[config.mk]
export PLATFORM = sky130hd
export DESIGN_NAME = return_to_home_sequencer
export DESIGN_NICKNAME = d
export VERILOG_FILES = /design/src/hw/home_seq_pkg.sv /design/src/hw/return_to_home_sequencer.sv
export SDC_FILE = /design/constraint.sdc
export NUM_CORES = 1
export LEC_CHECK = 0
export CAP_MARGIN = 25
export CORE_MARGIN = 2
export CORE_UTILIZATION = 45
export CTS_BUF_LIST = sky130_fd_sc_hd__clkbuf_8 sky130_fd_sc_hd__clkbuf_16
export DETAILED_ROUTE_END_ITERATION = 10
export DONT_BUFFER_PORTS = 1
export RECOVER_POWER = 100
export SKIP_CTS_REPAIR_TIMING = 1
export SYNTH_ARGS = -nofsm -noshare
export SYNTH_HDL_FRONTEND = slang
export SYNTH_SLANG_ARGS = --single-unit
[constraint.sdc]
create_clock -name core_clk -period 5.8 [get_ports core_clk]
set_input_delay 1.16 -clock core_clk [delete_from_list [all_inputs] [get_ports core_clk]]
set_output_delay 1.16 -clock core_clk [all_outputs]
set_load 0.05 [all_outputs]
[src/hw/home_seq_pkg.sv]
// constants, register map and carrier types for the return-to-home sequencer
// assumes one 40 MHz core clock and a step generator that reports each issued step
package home_seq_pkg;

  localparam int SPEED_W = 20;
  localparam int OFS_W = 24;

  // register byte addresses on the apb bus
  localparam logic [7:0] CTRL_ADDR = 8'h00;
  localparam logic [7:0] START_SPEED_ADDR = 8'h04;
  localparam logic [7:0] RUN_SPEED_ADDR = 8'h08;
  localparam logic [7:0] OFFSET_ADDR = 8'h0c;
  localparam logic [7:0] STATUS_ADDR = 8'h10;

  // control register fields
  localparam int CTRL_START_BIT = 0;
  localparam int CTRL_MODE_LSB = 1;
  localparam int CTRL_DIR_BIT = 3;
  localparam int CTRL_SENSOR_INPUT_A_EN_BIT = 4;
  localparam int CTRL_TIM_EN_BIT = 5;

  // status register fields
  localparam int STAT_BUSY_BIT = 0;
  localparam int STAT_DONE_BIT = 1;
  localparam int STAT_ERR_BIT = 2;
  localparam int STAT_STATE_LSB = 8;

  // homing mode codes
  localparam logic [1:0] MODE_TWO_SENSOR = 2'h0;
  localparam logic [1:0] MODE_THREE_SENSOR = 2'h1;
  localparam logic [1:0] MODE_PUSH = 2'h2;

  // reset values
  localparam logic [1:0] MODE_RESET = MODE_THREE_SENSOR;
  localparam logic DIR_RESET = 1'h1;
  localparam logic [SPEED_W-1:0] START_SPEED_RESET = 20'h001f4;
  localparam logic [SPEED_W-1:0] RUN_SPEED_RESET = 20'h003e8;
  localparam logic [OFS_W-1:0] OFFSET_RESET = 24'h000000;

  // final approach speed cap and escape travel after a limit
  localparam logic [SPEED_W-1:0] FINAL_SPEED_CAP_HZ = 20'h001f4;
  localparam logic [OFS_W-1:0] ESCAPE_STEPS = 24'h0000c8;

  typedef enum logic [7:0] {
    ST_IDLE = 8'h01,
    ST_SEEK = 8'h02,
    ST_ESCAPE = 8'h04,
    ST_EXTRA = 8'h08,
    ST_PAUSE = 8'h10,
    ST_QUAL = 8'h20,
    ST_OFFSET = 8'h40,
    ST_DONE = 8'h80
  } seq_state_t;

  typedef struct packed {
    logic home_sensor;
    logic positive_limit_sensor;
    logic negative_limit_sensor;
    logic sensor_input_a;
    logic step_timing_signal;
  } sensor_t;

  typedef struct packed {
    logic run;
    logic dir_pos;
    logic [SPEED_W-1:0] start_speed;
    logic [SPEED_W-1:0] target_speed;
  } motion_cmd_t;

endpackage

[src/hw/return_to_home_sequencer.sv]
// return-to-home sequencer: two-sensor and three-sensor homing with an apb register file
// assumes sensor levels are synchronous and active high, and step_tick pulses once per step
`timescale 1ns/100ps

// Contract
// - three-sensor qualified: continue past home until qualifier
// - three-sensor completes on qualifier while home active
// - final speed is start speed capped at 500
// - moves start at start speed, run speed
// - two-sensor: 200 more steps after leaving limit
// - two-sensor: limit reverses travel until released
// - two-sensor qualified: stop once, then seek qualifier
// - two-sensor qualified: complete when qualifier seen
// - after completion move by signed offset
// - assert homing-complete output when finished
// - mode 0 two-sensor, 1 three, 2 push; a push start only sets the error flag and does not move (the code also clears the done flag)
// - direction setting 0 negative, 1 positive
module return_to_home_sequencer
  import home_seq_pkg::*;
(
  input wire logic core_clk, // 40 MHz clock
  input wire logic sys_rst, // synchronous reset, active high
  input wire logic psel, // apb select
  input wire logic penable, // apb access phase
  input wire logic pwrite, // apb write
  input wire logic [7:0] paddr, // apb byte address
  input wire logic [31:0] pwdata, // apb write data
  output logic [31:0] prdata, // apb read data
  output logic pready, // apb ready
  output logic pslverr, // apb error on unmapped address
  input wire sensor_t sensors, // limit, home and qualifier inputs
  input wire logic step_tick, // one pulse per step issued
  output motion_cmd_t motion, // run, direction and speed profile
  output logic home_done // homing complete level
);

  typedef struct packed {
    seq_state_t st;
    logic [31:0] prdata;
    logic pready;
    logic pslverr;
    logic [1:0] mode;
    logic dir_cfg;
    logic sensor_input_a_en;
    logic tim_en;
    logic [SPEED_W-1:0] vs;
    logic [SPEED_W-1:0] vr;
    logic [OFS_W-1:0] ofs;
    logic [OFS_W-1:0] cnt;
    motion_cmd_t cmd;
    logic done;
    logic err;
    logic turned; // a limit has already reversed this seek
  } seq_t;

  seq_t q_r;
  seq_t q_nxt;

  logic [SPEED_W-1:0] vl;
  logic qual_en;
  logic qual_hit;
  logic limit_ahead;
  logic limit_behind;
  logic count_end;
  logic acc;
  logic wr_take;
  logic addr_ok;
  logic start_req;
  logic [OFS_W-1:0] ofs_mag;

  assign vl = (q_r.vs < FINAL_SPEED_CAP_HZ) ? q_r.vs : FINAL_SPEED_CAP_HZ;
  assign qual_en = q_r.sensor_input_a_en | q_r.tim_en;
  // with both enabled both must be present; a disabled one never blocks
  assign qual_hit = qual_en && (!q_r.sensor_input_a_en || sensors.sensor_input_a) &&
                    (!q_r.tim_en || sensors.step_timing_signal);
  assign limit_ahead = q_r.cmd.dir_pos ? sensors.positive_limit_sensor
                                       : sensors.negative_limit_sensor;
  // the limit behind is the one just left, judged against the already flipped direction
  assign limit_behind = q_r.cmd.dir_pos ? sensors.negative_limit_sensor
                                        : sensors.positive_limit_sensor;
  assign count_end = (q_r.cnt == '0) || (step_tick && q_r.cnt == OFS_W'(1));
  assign acc = psel && penable;
  assign wr_take = acc && q_r.pready && pwrite;
  assign addr_ok = (paddr == CTRL_ADDR) || (paddr == START_SPEED_ADDR) ||
                   (paddr == RUN_SPEED_ADDR) || (paddr == OFFSET_ADDR) ||
                   (paddr == STATUS_ADDR);
  // start is decoded from the same write, so mode and direction of that word apply at once
  assign start_req = wr_take && paddr == CTRL_ADDR && pwdata[CTRL_START_BIT];
  assign ofs_mag = q_r.ofs[OFS_W-1] ? OFS_W'(-q_r.ofs) : q_r.ofs;

  always_comb begin
    q_nxt = q_r;
    q_nxt.cmd.start_speed = q_r.vs;

    // apb: ready comes one cycle into the access phase, writes land on the next edge, which samples ready high
    q_nxt.pready = acc && !q_r.pready;
    q_nxt.pslverr = acc && !q_r.pready && !addr_ok;
    if (acc && !q_r.pready && !pwrite) begin
      case (paddr)
        CTRL_ADDR: begin
          q_nxt.prdata = '0;
          q_nxt.prdata[CTRL_MODE_LSB +: 2] = q_r.mode;
          q_nxt.prdata[CTRL_DIR_BIT] = q_r.dir_cfg;
          q_nxt.prdata[CTRL_SENSOR_INPUT_A_EN_BIT] = q_r.sensor_input_a_en;
          q_nxt.prdata[CTRL_TIM_EN_BIT] = q_r.tim_en;
        end
        START_SPEED_ADDR: q_nxt.prdata = 32'(q_r.vs);
        RUN_SPEED_ADDR: q_nxt.prdata = 32'(q_r.vr);
        OFFSET_ADDR: q_nxt.prdata = 32'(signed'(q_r.ofs));
        STATUS_ADDR: begin
          q_nxt.prdata = '0;
          q_nxt.prdata[STAT_BUSY_BIT] = q_r.cmd.run;
          q_nxt.prdata[STAT_DONE_BIT] = q_r.done;
          q_nxt.prdata[STAT_ERR_BIT] = q_r.err;
          q_nxt.prdata[STAT_STATE_LSB +: 8] = q_r.st;
        end
        default: q_nxt.prdata = '0;
      endcase
    end
    // settings are only taken while no homing is running, so a move never sees them change
    if (wr_take && (q_r.st == ST_IDLE || q_r.st == ST_DONE)) begin
      case (paddr)
        CTRL_ADDR: begin
          q_nxt.mode = pwdata[CTRL_MODE_LSB +: 2];
          q_nxt.dir_cfg = pwdata[CTRL_DIR_BIT];
          q_nxt.sensor_input_a_en = pwdata[CTRL_SENSOR_INPUT_A_EN_BIT];
          q_nxt.tim_en = pwdata[CTRL_TIM_EN_BIT];
        end
        START_SPEED_ADDR: q_nxt.vs = pwdata[SPEED_W-1:0];
        RUN_SPEED_ADDR: q_nxt.vr = pwdata[SPEED_W-1:0];
        OFFSET_ADDR: q_nxt.ofs = pwdata[OFS_W-1:0];
        default: ;
      endcase
    end

    case (q_r.st)
      ST_IDLE, ST_DONE: begin
        if (start_req) begin
          // push mode is not handled here: flag it and stay put
          if (pwdata[CTRL_MODE_LSB +: 2] != MODE_TWO_SENSOR &&
              pwdata[CTRL_MODE_LSB +: 2] != MODE_THREE_SENSOR) begin
            q_nxt.err = 1'b1;
            q_nxt.done = 1'b0;
            q_nxt.st = ST_IDLE;
          end else begin
            q_nxt.err = 1'b0;
            q_nxt.done = 1'b0;
            q_nxt.turned = 1'b0;
            q_nxt.cmd.run = 1'b1;
            q_nxt.cmd.dir_pos = pwdata[CTRL_DIR_BIT];
            q_nxt.cmd.target_speed = q_r.vr;
            q_nxt.st = ST_SEEK;
          end
        end
      end
      ST_SEEK: begin
        if (q_r.mode == MODE_THREE_SENSOR && sensors.home_sensor) begin
          if (qual_en) begin
            q_nxt.cmd.target_speed = vl;
            q_nxt.st = ST_QUAL;
          end else begin
            q_nxt.st = ST_OFFSET;
          end
        end else if (limit_ahead && q_r.mode == MODE_THREE_SENSOR && q_r.turned) begin
          // second limit without a home edge: stop rather than shuttle between the ends
          q_nxt.cmd.run = 1'b0;
          q_nxt.err = 1'b1;
          q_nxt.st = ST_IDLE;
        end else if (limit_ahead) begin
          q_nxt.cmd.dir_pos = !q_r.cmd.dir_pos;
          q_nxt.turned = 1'b1;
          if (q_r.mode == MODE_TWO_SENSOR) begin
            q_nxt.cmd.target_speed = vl;
            q_nxt.st = ST_ESCAPE;
          end
        end
      end
      ST_ESCAPE: begin
        if (!limit_behind) begin
          q_nxt.cnt = ESCAPE_STEPS;
          q_nxt.st = ST_EXTRA;
        end
      end
      ST_EXTRA: begin
        if (step_tick && q_r.cnt != '0) begin
          q_nxt.cnt = q_r.cnt - OFS_W'(1);
        end
        if (count_end) begin
          if (qual_en) begin
            q_nxt.cmd.run = 1'b0;
            q_nxt.st = ST_PAUSE;
          end else begin
            q_nxt.st = ST_OFFSET;
          end
        end
      end
      ST_PAUSE: begin
        // one idle cycle so the step generator sees a stop before resuming
        q_nxt.cmd.run = 1'b1;
        q_nxt.st = ST_QUAL;
      end
      ST_QUAL: begin
        // three-sensor keeps going past a home edge without a qualifier
        if (qual_hit && (q_r.mode == MODE_TWO_SENSOR || sensors.home_sensor)) begin
          q_nxt.st = ST_OFFSET;
        end else if (limit_ahead) begin
          // qualifier not met before the end of travel: search back the other way
          q_nxt.cmd.dir_pos = !q_r.cmd.dir_pos;
        end
      end
      ST_OFFSET: begin
        if (step_tick && q_r.cnt != '0) begin
          q_nxt.cnt = q_r.cnt - OFS_W'(1);
        end
        if (count_end) begin
          q_nxt.cmd.run = 1'b0;
          q_nxt.done = 1'b1;
          q_nxt.st = ST_DONE;
        end
      end
      default: q_nxt.st = ST_IDLE;
    endcase

    // entry into the offset move: load distance and direction from the signed offset
    if (q_r.st != ST_OFFSET && q_nxt.st == ST_OFFSET) begin
      q_nxt.cnt = ofs_mag;
      q_nxt.cmd.dir_pos = !q_r.ofs[OFS_W-1];
      q_nxt.cmd.target_speed = q_r.vr;
      q_nxt.cmd.run = (ofs_mag != '0);
    end

    // both limits at once is a wiring fault: no direction is safe, so stop and flag it
    if (sensors.positive_limit_sensor && sensors.negative_limit_sensor &&
        q_r.st != ST_IDLE && q_r.st != ST_DONE) begin
      q_nxt.cmd.run = 1'b0;
      q_nxt.done = 1'b0;
      q_nxt.err = 1'b1;
      q_nxt.st = ST_IDLE;
    end
  end

  always_ff @(posedge core_clk) begin
    if (sys_rst) begin
      q_r.st <= ST_IDLE;
      q_r.prdata <= '0;
      q_r.pready <= 1'b0;
      q_r.pslverr <= 1'b0;
      q_r.mode <= MODE_RESET;
      q_r.dir_cfg <= DIR_RESET;
      q_r.sensor_input_a_en <= 1'b0;
      q_r.tim_en <= 1'b0;
      q_r.vs <= START_SPEED_RESET;
      q_r.vr <= RUN_SPEED_RESET;
      q_r.ofs <= OFFSET_RESET;
      q_r.cnt <= '0;
      q_r.cmd.run <= 1'b0;
      q_r.cmd.dir_pos <= DIR_RESET;
      q_r.cmd.start_speed <= START_SPEED_RESET;
      q_r.cmd.target_speed <= RUN_SPEED_RESET;
      q_r.done <= 1'b0;
      q_r.err <= 1'b0;
      q_r.turned <= 1'b0;
    end else begin
      q_r <= q_nxt;
    end
  end

  assign prdata = q_r.prdata;
  assign pready = q_r.pready;
  assign pslverr = q_r.pslverr;
  assign motion = q_r.cmd;
  assign home_done = q_r.done;

endmodule // return_to_home_sequencer

* Word level (Yosys, flattened, before mapping)
Index checks and enable logic that the tools add are counted.
Operators by class: reductions and logical operators 65, $add $sub $neg 2, magnitude comparators 1, equal/unequal tests 43, bitwise operators 1, mux-type cells 53
Operators by type and width (count):
- 2-to-1 mux 20 bit | 8
- one-hot mux 32 bit (5 select lines) | 1
- 2-to-1 mux 24 bit | 3
- 2-to-1 mux 8 bit | 9
- one-hot mux 8 bit (7 select lines) | 1
- one-hot mux 24 bit (2 select lines) | 1
- nonzero test 24 bit | 2
- one-hot mux 20 bit (2 select lines) | 1
- inequality test 3 bit (second input constant) | 13
- 2-to-1 mux 26 bit | 1
- equality test 24 x 1 -> 1 bit (second input constant) | 1
- equality test 8 x 4 -> 1 bit (second input constant) | 3
- zero test 24 bit | 1
- negation 24 bit | 1
- subtractor 24 x 1 -> 24 bit (second input constant) | 1
- 2-to-1 mux 23 bit | 1
- logical AND 1 bit | 22
- less-than comparator 20 x 9 -> 1 bit (second input constant) | 1
- equality test 8 x 3 -> 1 bit (second input constant) | 2
- equality test 8 x 5 -> 1 bit (second input constant) | 2
- equality test 8 x 7 -> 1 bit (second input constant) | 2
- 2-to-1 mux 1 bit | 16
- inequality test 4 bit (second input constant) | 4
- 2-to-1 mux 7 bit | 2
- 32 further kinds | 66
Word-level totals: output and inout port bits 77, bits in registers 180, bits of input ports 51

* Logic depth before layout (Yosys ltp)
depth in word-level cells 11, depth in mapped cells 11, depth with buffers taken out 9

* Least setup slack after synthesis
Ideal clock, no wire load.
path kind register to register, start register q_r[77] in the netlist's numbering, end register q_r (netlist bit motion[41]), path buffers 2, slack 2592 ps, arrival time 3080 ps, setup time 128 ps, clock period less this slack 3208 ps, stages on the path, launching flop included 10, cells stage by stage dfxtp_1 -> buf_6 -> or4_4 -> or4_1 -> buf_2 -> o311a_1 -> or3_1 -> or4_1 -> o41ai_1 -> a31oi_1
Between the ends: word-level cells in the longest chain between the ends 4
Ends and longest elaborated chain:
- start: declaration | line return_to_home_sequencer.sv:56 | seq_t q_r;
- start signal: assignment | line return_to_home_sequencer.sv:264 | q_r <= q_nxt;
- negation 24 bit | line return_to_home_sequencer.sv:89 | assign ofs_mag = q_r.ofs[OFS_W-1] ? OFS_W'(-q_r.ofs) : q_r.ofs;
- 2-to-1 mux 24 bit (*) | line return_to_home_sequencer.sv:89
- nonzero test 24 bit (*) | line return_to_home_sequencer.sv:229 | q_nxt.cmd.run = (ofs_mag != '0);
- 2-to-1 mux 26 bit (*) | line return_to_home_sequencer.sv:225 | if (q_r.st != ST_OFFSET && q_nxt.st == ST_OFFSET) begin
Every way passes the cells marked *; elsewhere a longest branch is shown, timed or not. A chain may end at the register's enable or synchronous reset.

* Worst setup path in the final report
start register q_r[45] in the netlist's numbering, end register q_r[61] in the netlist's numbering
Between the ends: word-level cells in the longest chain between the ends 9, elaborated cells between the ends (all ways) 19
Ends and longest elaborated chain:
- equality test 24 x 1 -> 1 bit | line return_to_home_sequencer.sv:81 | assign count_end = (q_r.cnt == '0) || (step_tick && q_r.cnt == OFS_W'(1));
- logical AND 1 bit | line return_to_home_sequencer.sv:81
- logical OR 1 bit | line return_to_home_sequencer.sv:81
- 2-to-1 mux 8 bit (on tied branches) | line return_to_home_sequencer.sv:215, return_to_home_sequencer.sv:188
- one-hot mux 8 bit (7 select lines) | line return_to_home_sequencer.sv:136 | case (q_r.st)
- equality test 8 x 7 -> 1 bit | line return_to_home_sequencer.sv:225
- logical AND 1 bit | line return_to_home_sequencer.sv:225
- inequality test 3 bit (no source line) (tied with other cells)
- AND reduction 3 bit (no source line)
Parallel ways exist; a longest one is shown, timed or not. The select of a mux whose other input is x is not followed.

==> impl_metrics.toml <==
[run_status]
outcome = "finished with violations"
violations = "capacitance limit, slew limit"

[critical_path]
crit_type = "flip-flop to flip-flop"
rrSetupSlack_ps = 1810
cp-start-kind = "flip-flop"
critPathCaptureType = "flip-flop"
cp.arrival_ps = 4330
r2r_start = "q_r[45]$_SDFFE_PP0P_"
critPathMaxFanout = 17
reg2reg_to = "q_r[61]$_SDFFE_PP0P_"
r2r_cells = 10
cp.required_ps = 6140

[detailed_routing]
routed_wl_mm = 26.7
drt_iter0_drc = 721
via_count = 7977
first_pass_iters = 5
wl_per_cell_um = 20.3
drt-vias-per-instance = 6.08
drc_errors = 0
antenna_left = 0

[cells_and_area]
n_antenna_cell = 0
final_nets = 1088
final_area_sq_mm = 0.00930
layout-drive-gt1-share_pct = 7.83
area_delta_synth_final_pct = 2.30

[placement]
place_congestion = 0.888
dp_hpwl_mm = 18.5
port_buffers = 0
place_area_sq_mm = 0.00863

[synth]
netlist_instances = 1160
ys_top_cells_by_count = "nand2_1, dfxtp_1, a21oi_1"
postSynthAreaPerCell_sq_um = 7.84
synth_top_area_cell = "dfxtp_1"
synth_seq_cells = 172
yosysMostFrequentCell = "nand2_1"
syn_nets = 1214
synth_top_area_share_pct = 37.9
async_flop_share_pct = 0
ys_types = 68
synth_area_sq_mm = 0.00909
ys_top_cells_by_area = "dfxtp_1, nand2_1, a21oi_1"
ys_seq_area_share_pct = 37.9
synth-edff-count = 0
yosys_warnings = 0
synth_ff_type = "dfxtp_1"

[pwr]
switching_share_pct = 23.5
ir_worst_vdd_v = 0.000185
p_int_mw = 1.95
switching_power_mw = 0.598
p_per_area_mw_per_mm2 = 274
leakagePower_nw = 3.34
comb_power_share_pct = 2.2
pwr-share-seq_pct = 47.7
clockPowerShare_pct = 50.0

[timing]
fin_crit_ps = 3990
fin_setup_tns_ps = 0
max_freq_mhz = 251
max_slew.worst_pin.slew_ps = 2120
drv_slew = 1
finalClockSkew_ps = 11.1
rsz0062_at_grt = "no"
slew_headroom_pct = -40.8
hold_viol = 0
setup_viol = 0
min_period_over_period_pct = 68.8

[global_route]
grt_util_all_layers_pct = 24.4
grt_pass1_vias = 7216
antenna_found_initial = 1
met1_usage_pct = 34.2
grt_use_met3_pct = 7.25
grt_use_met2_pct = 36.4
grt_overflow = 0
grt_max_degree = 145
grt_pass1_wl_mm = 41.2
busiest_layer = "met2"

[floorplan]
row_count = 51
die_h_um = 146
start_util_pct = 46.3
dieArea_sq_mm = 0.0214
coreArea_sq_mm = 0.0197
die_x_um = 146
ios = 128

[clocking]
clk_latency_ps = 440
ctsLongestPathBuffers = 2
cts_max_level = 4
numClockSinks = 172
root_buffer = "clkbuf_16"
cts_buffers = 17
clk_pin_slew_ps = 70
cts_tree = "built"

[min_path]
hp-class = "flip-flop to flip-flop"
hp-start = "q_r[94]$_SDFFE_PP0P_"
whs_path_depth = 2
worstHoldEndpoint = "q_r[94]$_SDFFE_PP0P_"

[job]
max_cap_viol_count = 1
-- logic make-up after synthesis --
family,after synthesis,share of synthesized area [%]
simple gates,478,25.2
compound gates,281,19.7
flops,172,37.9
buf+inv,169,10.2
mux,33,4.28
xor+xnor,24,2.31
fa+ha+maj,3,0.413
-- per-stage QoR --
step | hold slack, ps | utilization, % | worst slack (ps) | power (mW) | cells
6_report | 472 | 47.3 | 1810 | 2.55 | 1312
3_5_place_dp | 461 | 43.9 | 1860 | 1.30 | 1277
2_1_floorplan | 432 | - | 2590 | 1.31 | 1160
5_1_grt | 489 | 47.3 | 1330 | 2.61 | 1312
3_3_place_gp | 456 | 43.9 | 1800 | 1.30 | 1277
4_1_cts | 470 | 47.3 | 1850 | 2.56 | 1309
-- layer usage --
metal,routed length (um),up-vias
met5,16,-
met4,520,2
met3,2390,34
met2,11700,328
met1,12000,3802
li1,-,3811
-- area by class of cell --
type                            instances  area [sq um]
Fill cell                            2008         10400
Multi-Input combinational cell        819          4740
Sequential cell                       172          3440
Timing Repair Buffer                   13          93.8
Clock inverter                         15           230
Inverter                               11          41.3
Clock buffer                           17           425
Tap cell                              265           332
-- state kept, by name (all words and copies together), names as in the netlist --
name       count
q_nxt         20
q_r           83
pready         1
pslverr        1
motion        42
home_done      1
prdata        24
-- cells in the final DEF, fill, tap and decap left out, types with 8 or more instances in the layout --
master     netlist  routed
a211oi_1        18      18
nor4_1          18      18
o21ai_0         43      42
o41ai_1         10      10
clkbuf_16        0      17
mux2_2          17      17
xor2_1          17      17
or4_1            8       8
nor3_1          25      24
a31oi_1          8       8
or2_2           15      15
mux2i_1         13      13
a21oi_1        114     114
and3_1           8       8
nor2b_1         15      15
nand4_1          8       8
inv_1           10      11
nand3_1         34      34
nand2_1        198     198
nand2b_1        13      13
nor2_1          83      83
dfxtp_1        172     172
or3_1           14      14
a22oi_1         17      17
-- how the worst max path moves through the flow --
| stage | from | end | slack [ps] |
|---|---|---|---|
| floorplan | q_r[77]$_SDFFE_PP0P_ | motion[41]$_SDFFE_PP0P_ | 2590 |
| global placement | q_r[72]$_SDFFE_PP0P_ | motion[41]$_SDFFE_PP0P_ | 1800 |
| detailed placement | q_r[72]$_SDFFE_PP0P_ | motion[41]$_SDFFE_PP0P_ | 1860 |
| CTS | q_r[72]$_SDFFE_PP0P_ | motion[41]$_SDFFE_PP0P_ | 1850 |
| global route | q_r[45]$_SDFFE_PP0P_ | q_r[52]$_SDFFE_PP0P_ | 1330 |
| finish | q_r[45]$_SDFFE_PP0P_ | q_r[61]$_SDFFE_PP0P_ | 1810 |
-- power groups by stage --
stage | clock network [mW] | logic (mW) | registers (mW)
floorplan | 0 | 0.0880 | 1.22
global placement | 0 | 0.0553 | 1.24
detailed placement | 0 | 0.0550 | 1.24
CTS | 1.29 | 0.0554 | 1.22
global route | 1.34 | 0.0620 | 1.22
finish | 1.27 | 0.0566 | 1.22
-- critical path, stage by stage, from the launching register on --
cell and delay, ps:
dfxtp_1 370, inv_1 80, ha_1 200, nor3b_1 780, nand2_1 260, o211ai_1 760
clkbuf_1 660, nand2_1 260, a21oi_1 190, a311oi_1 60, a211oi_1 270
No activity file was read; power rests on OpenSTA's default activity.
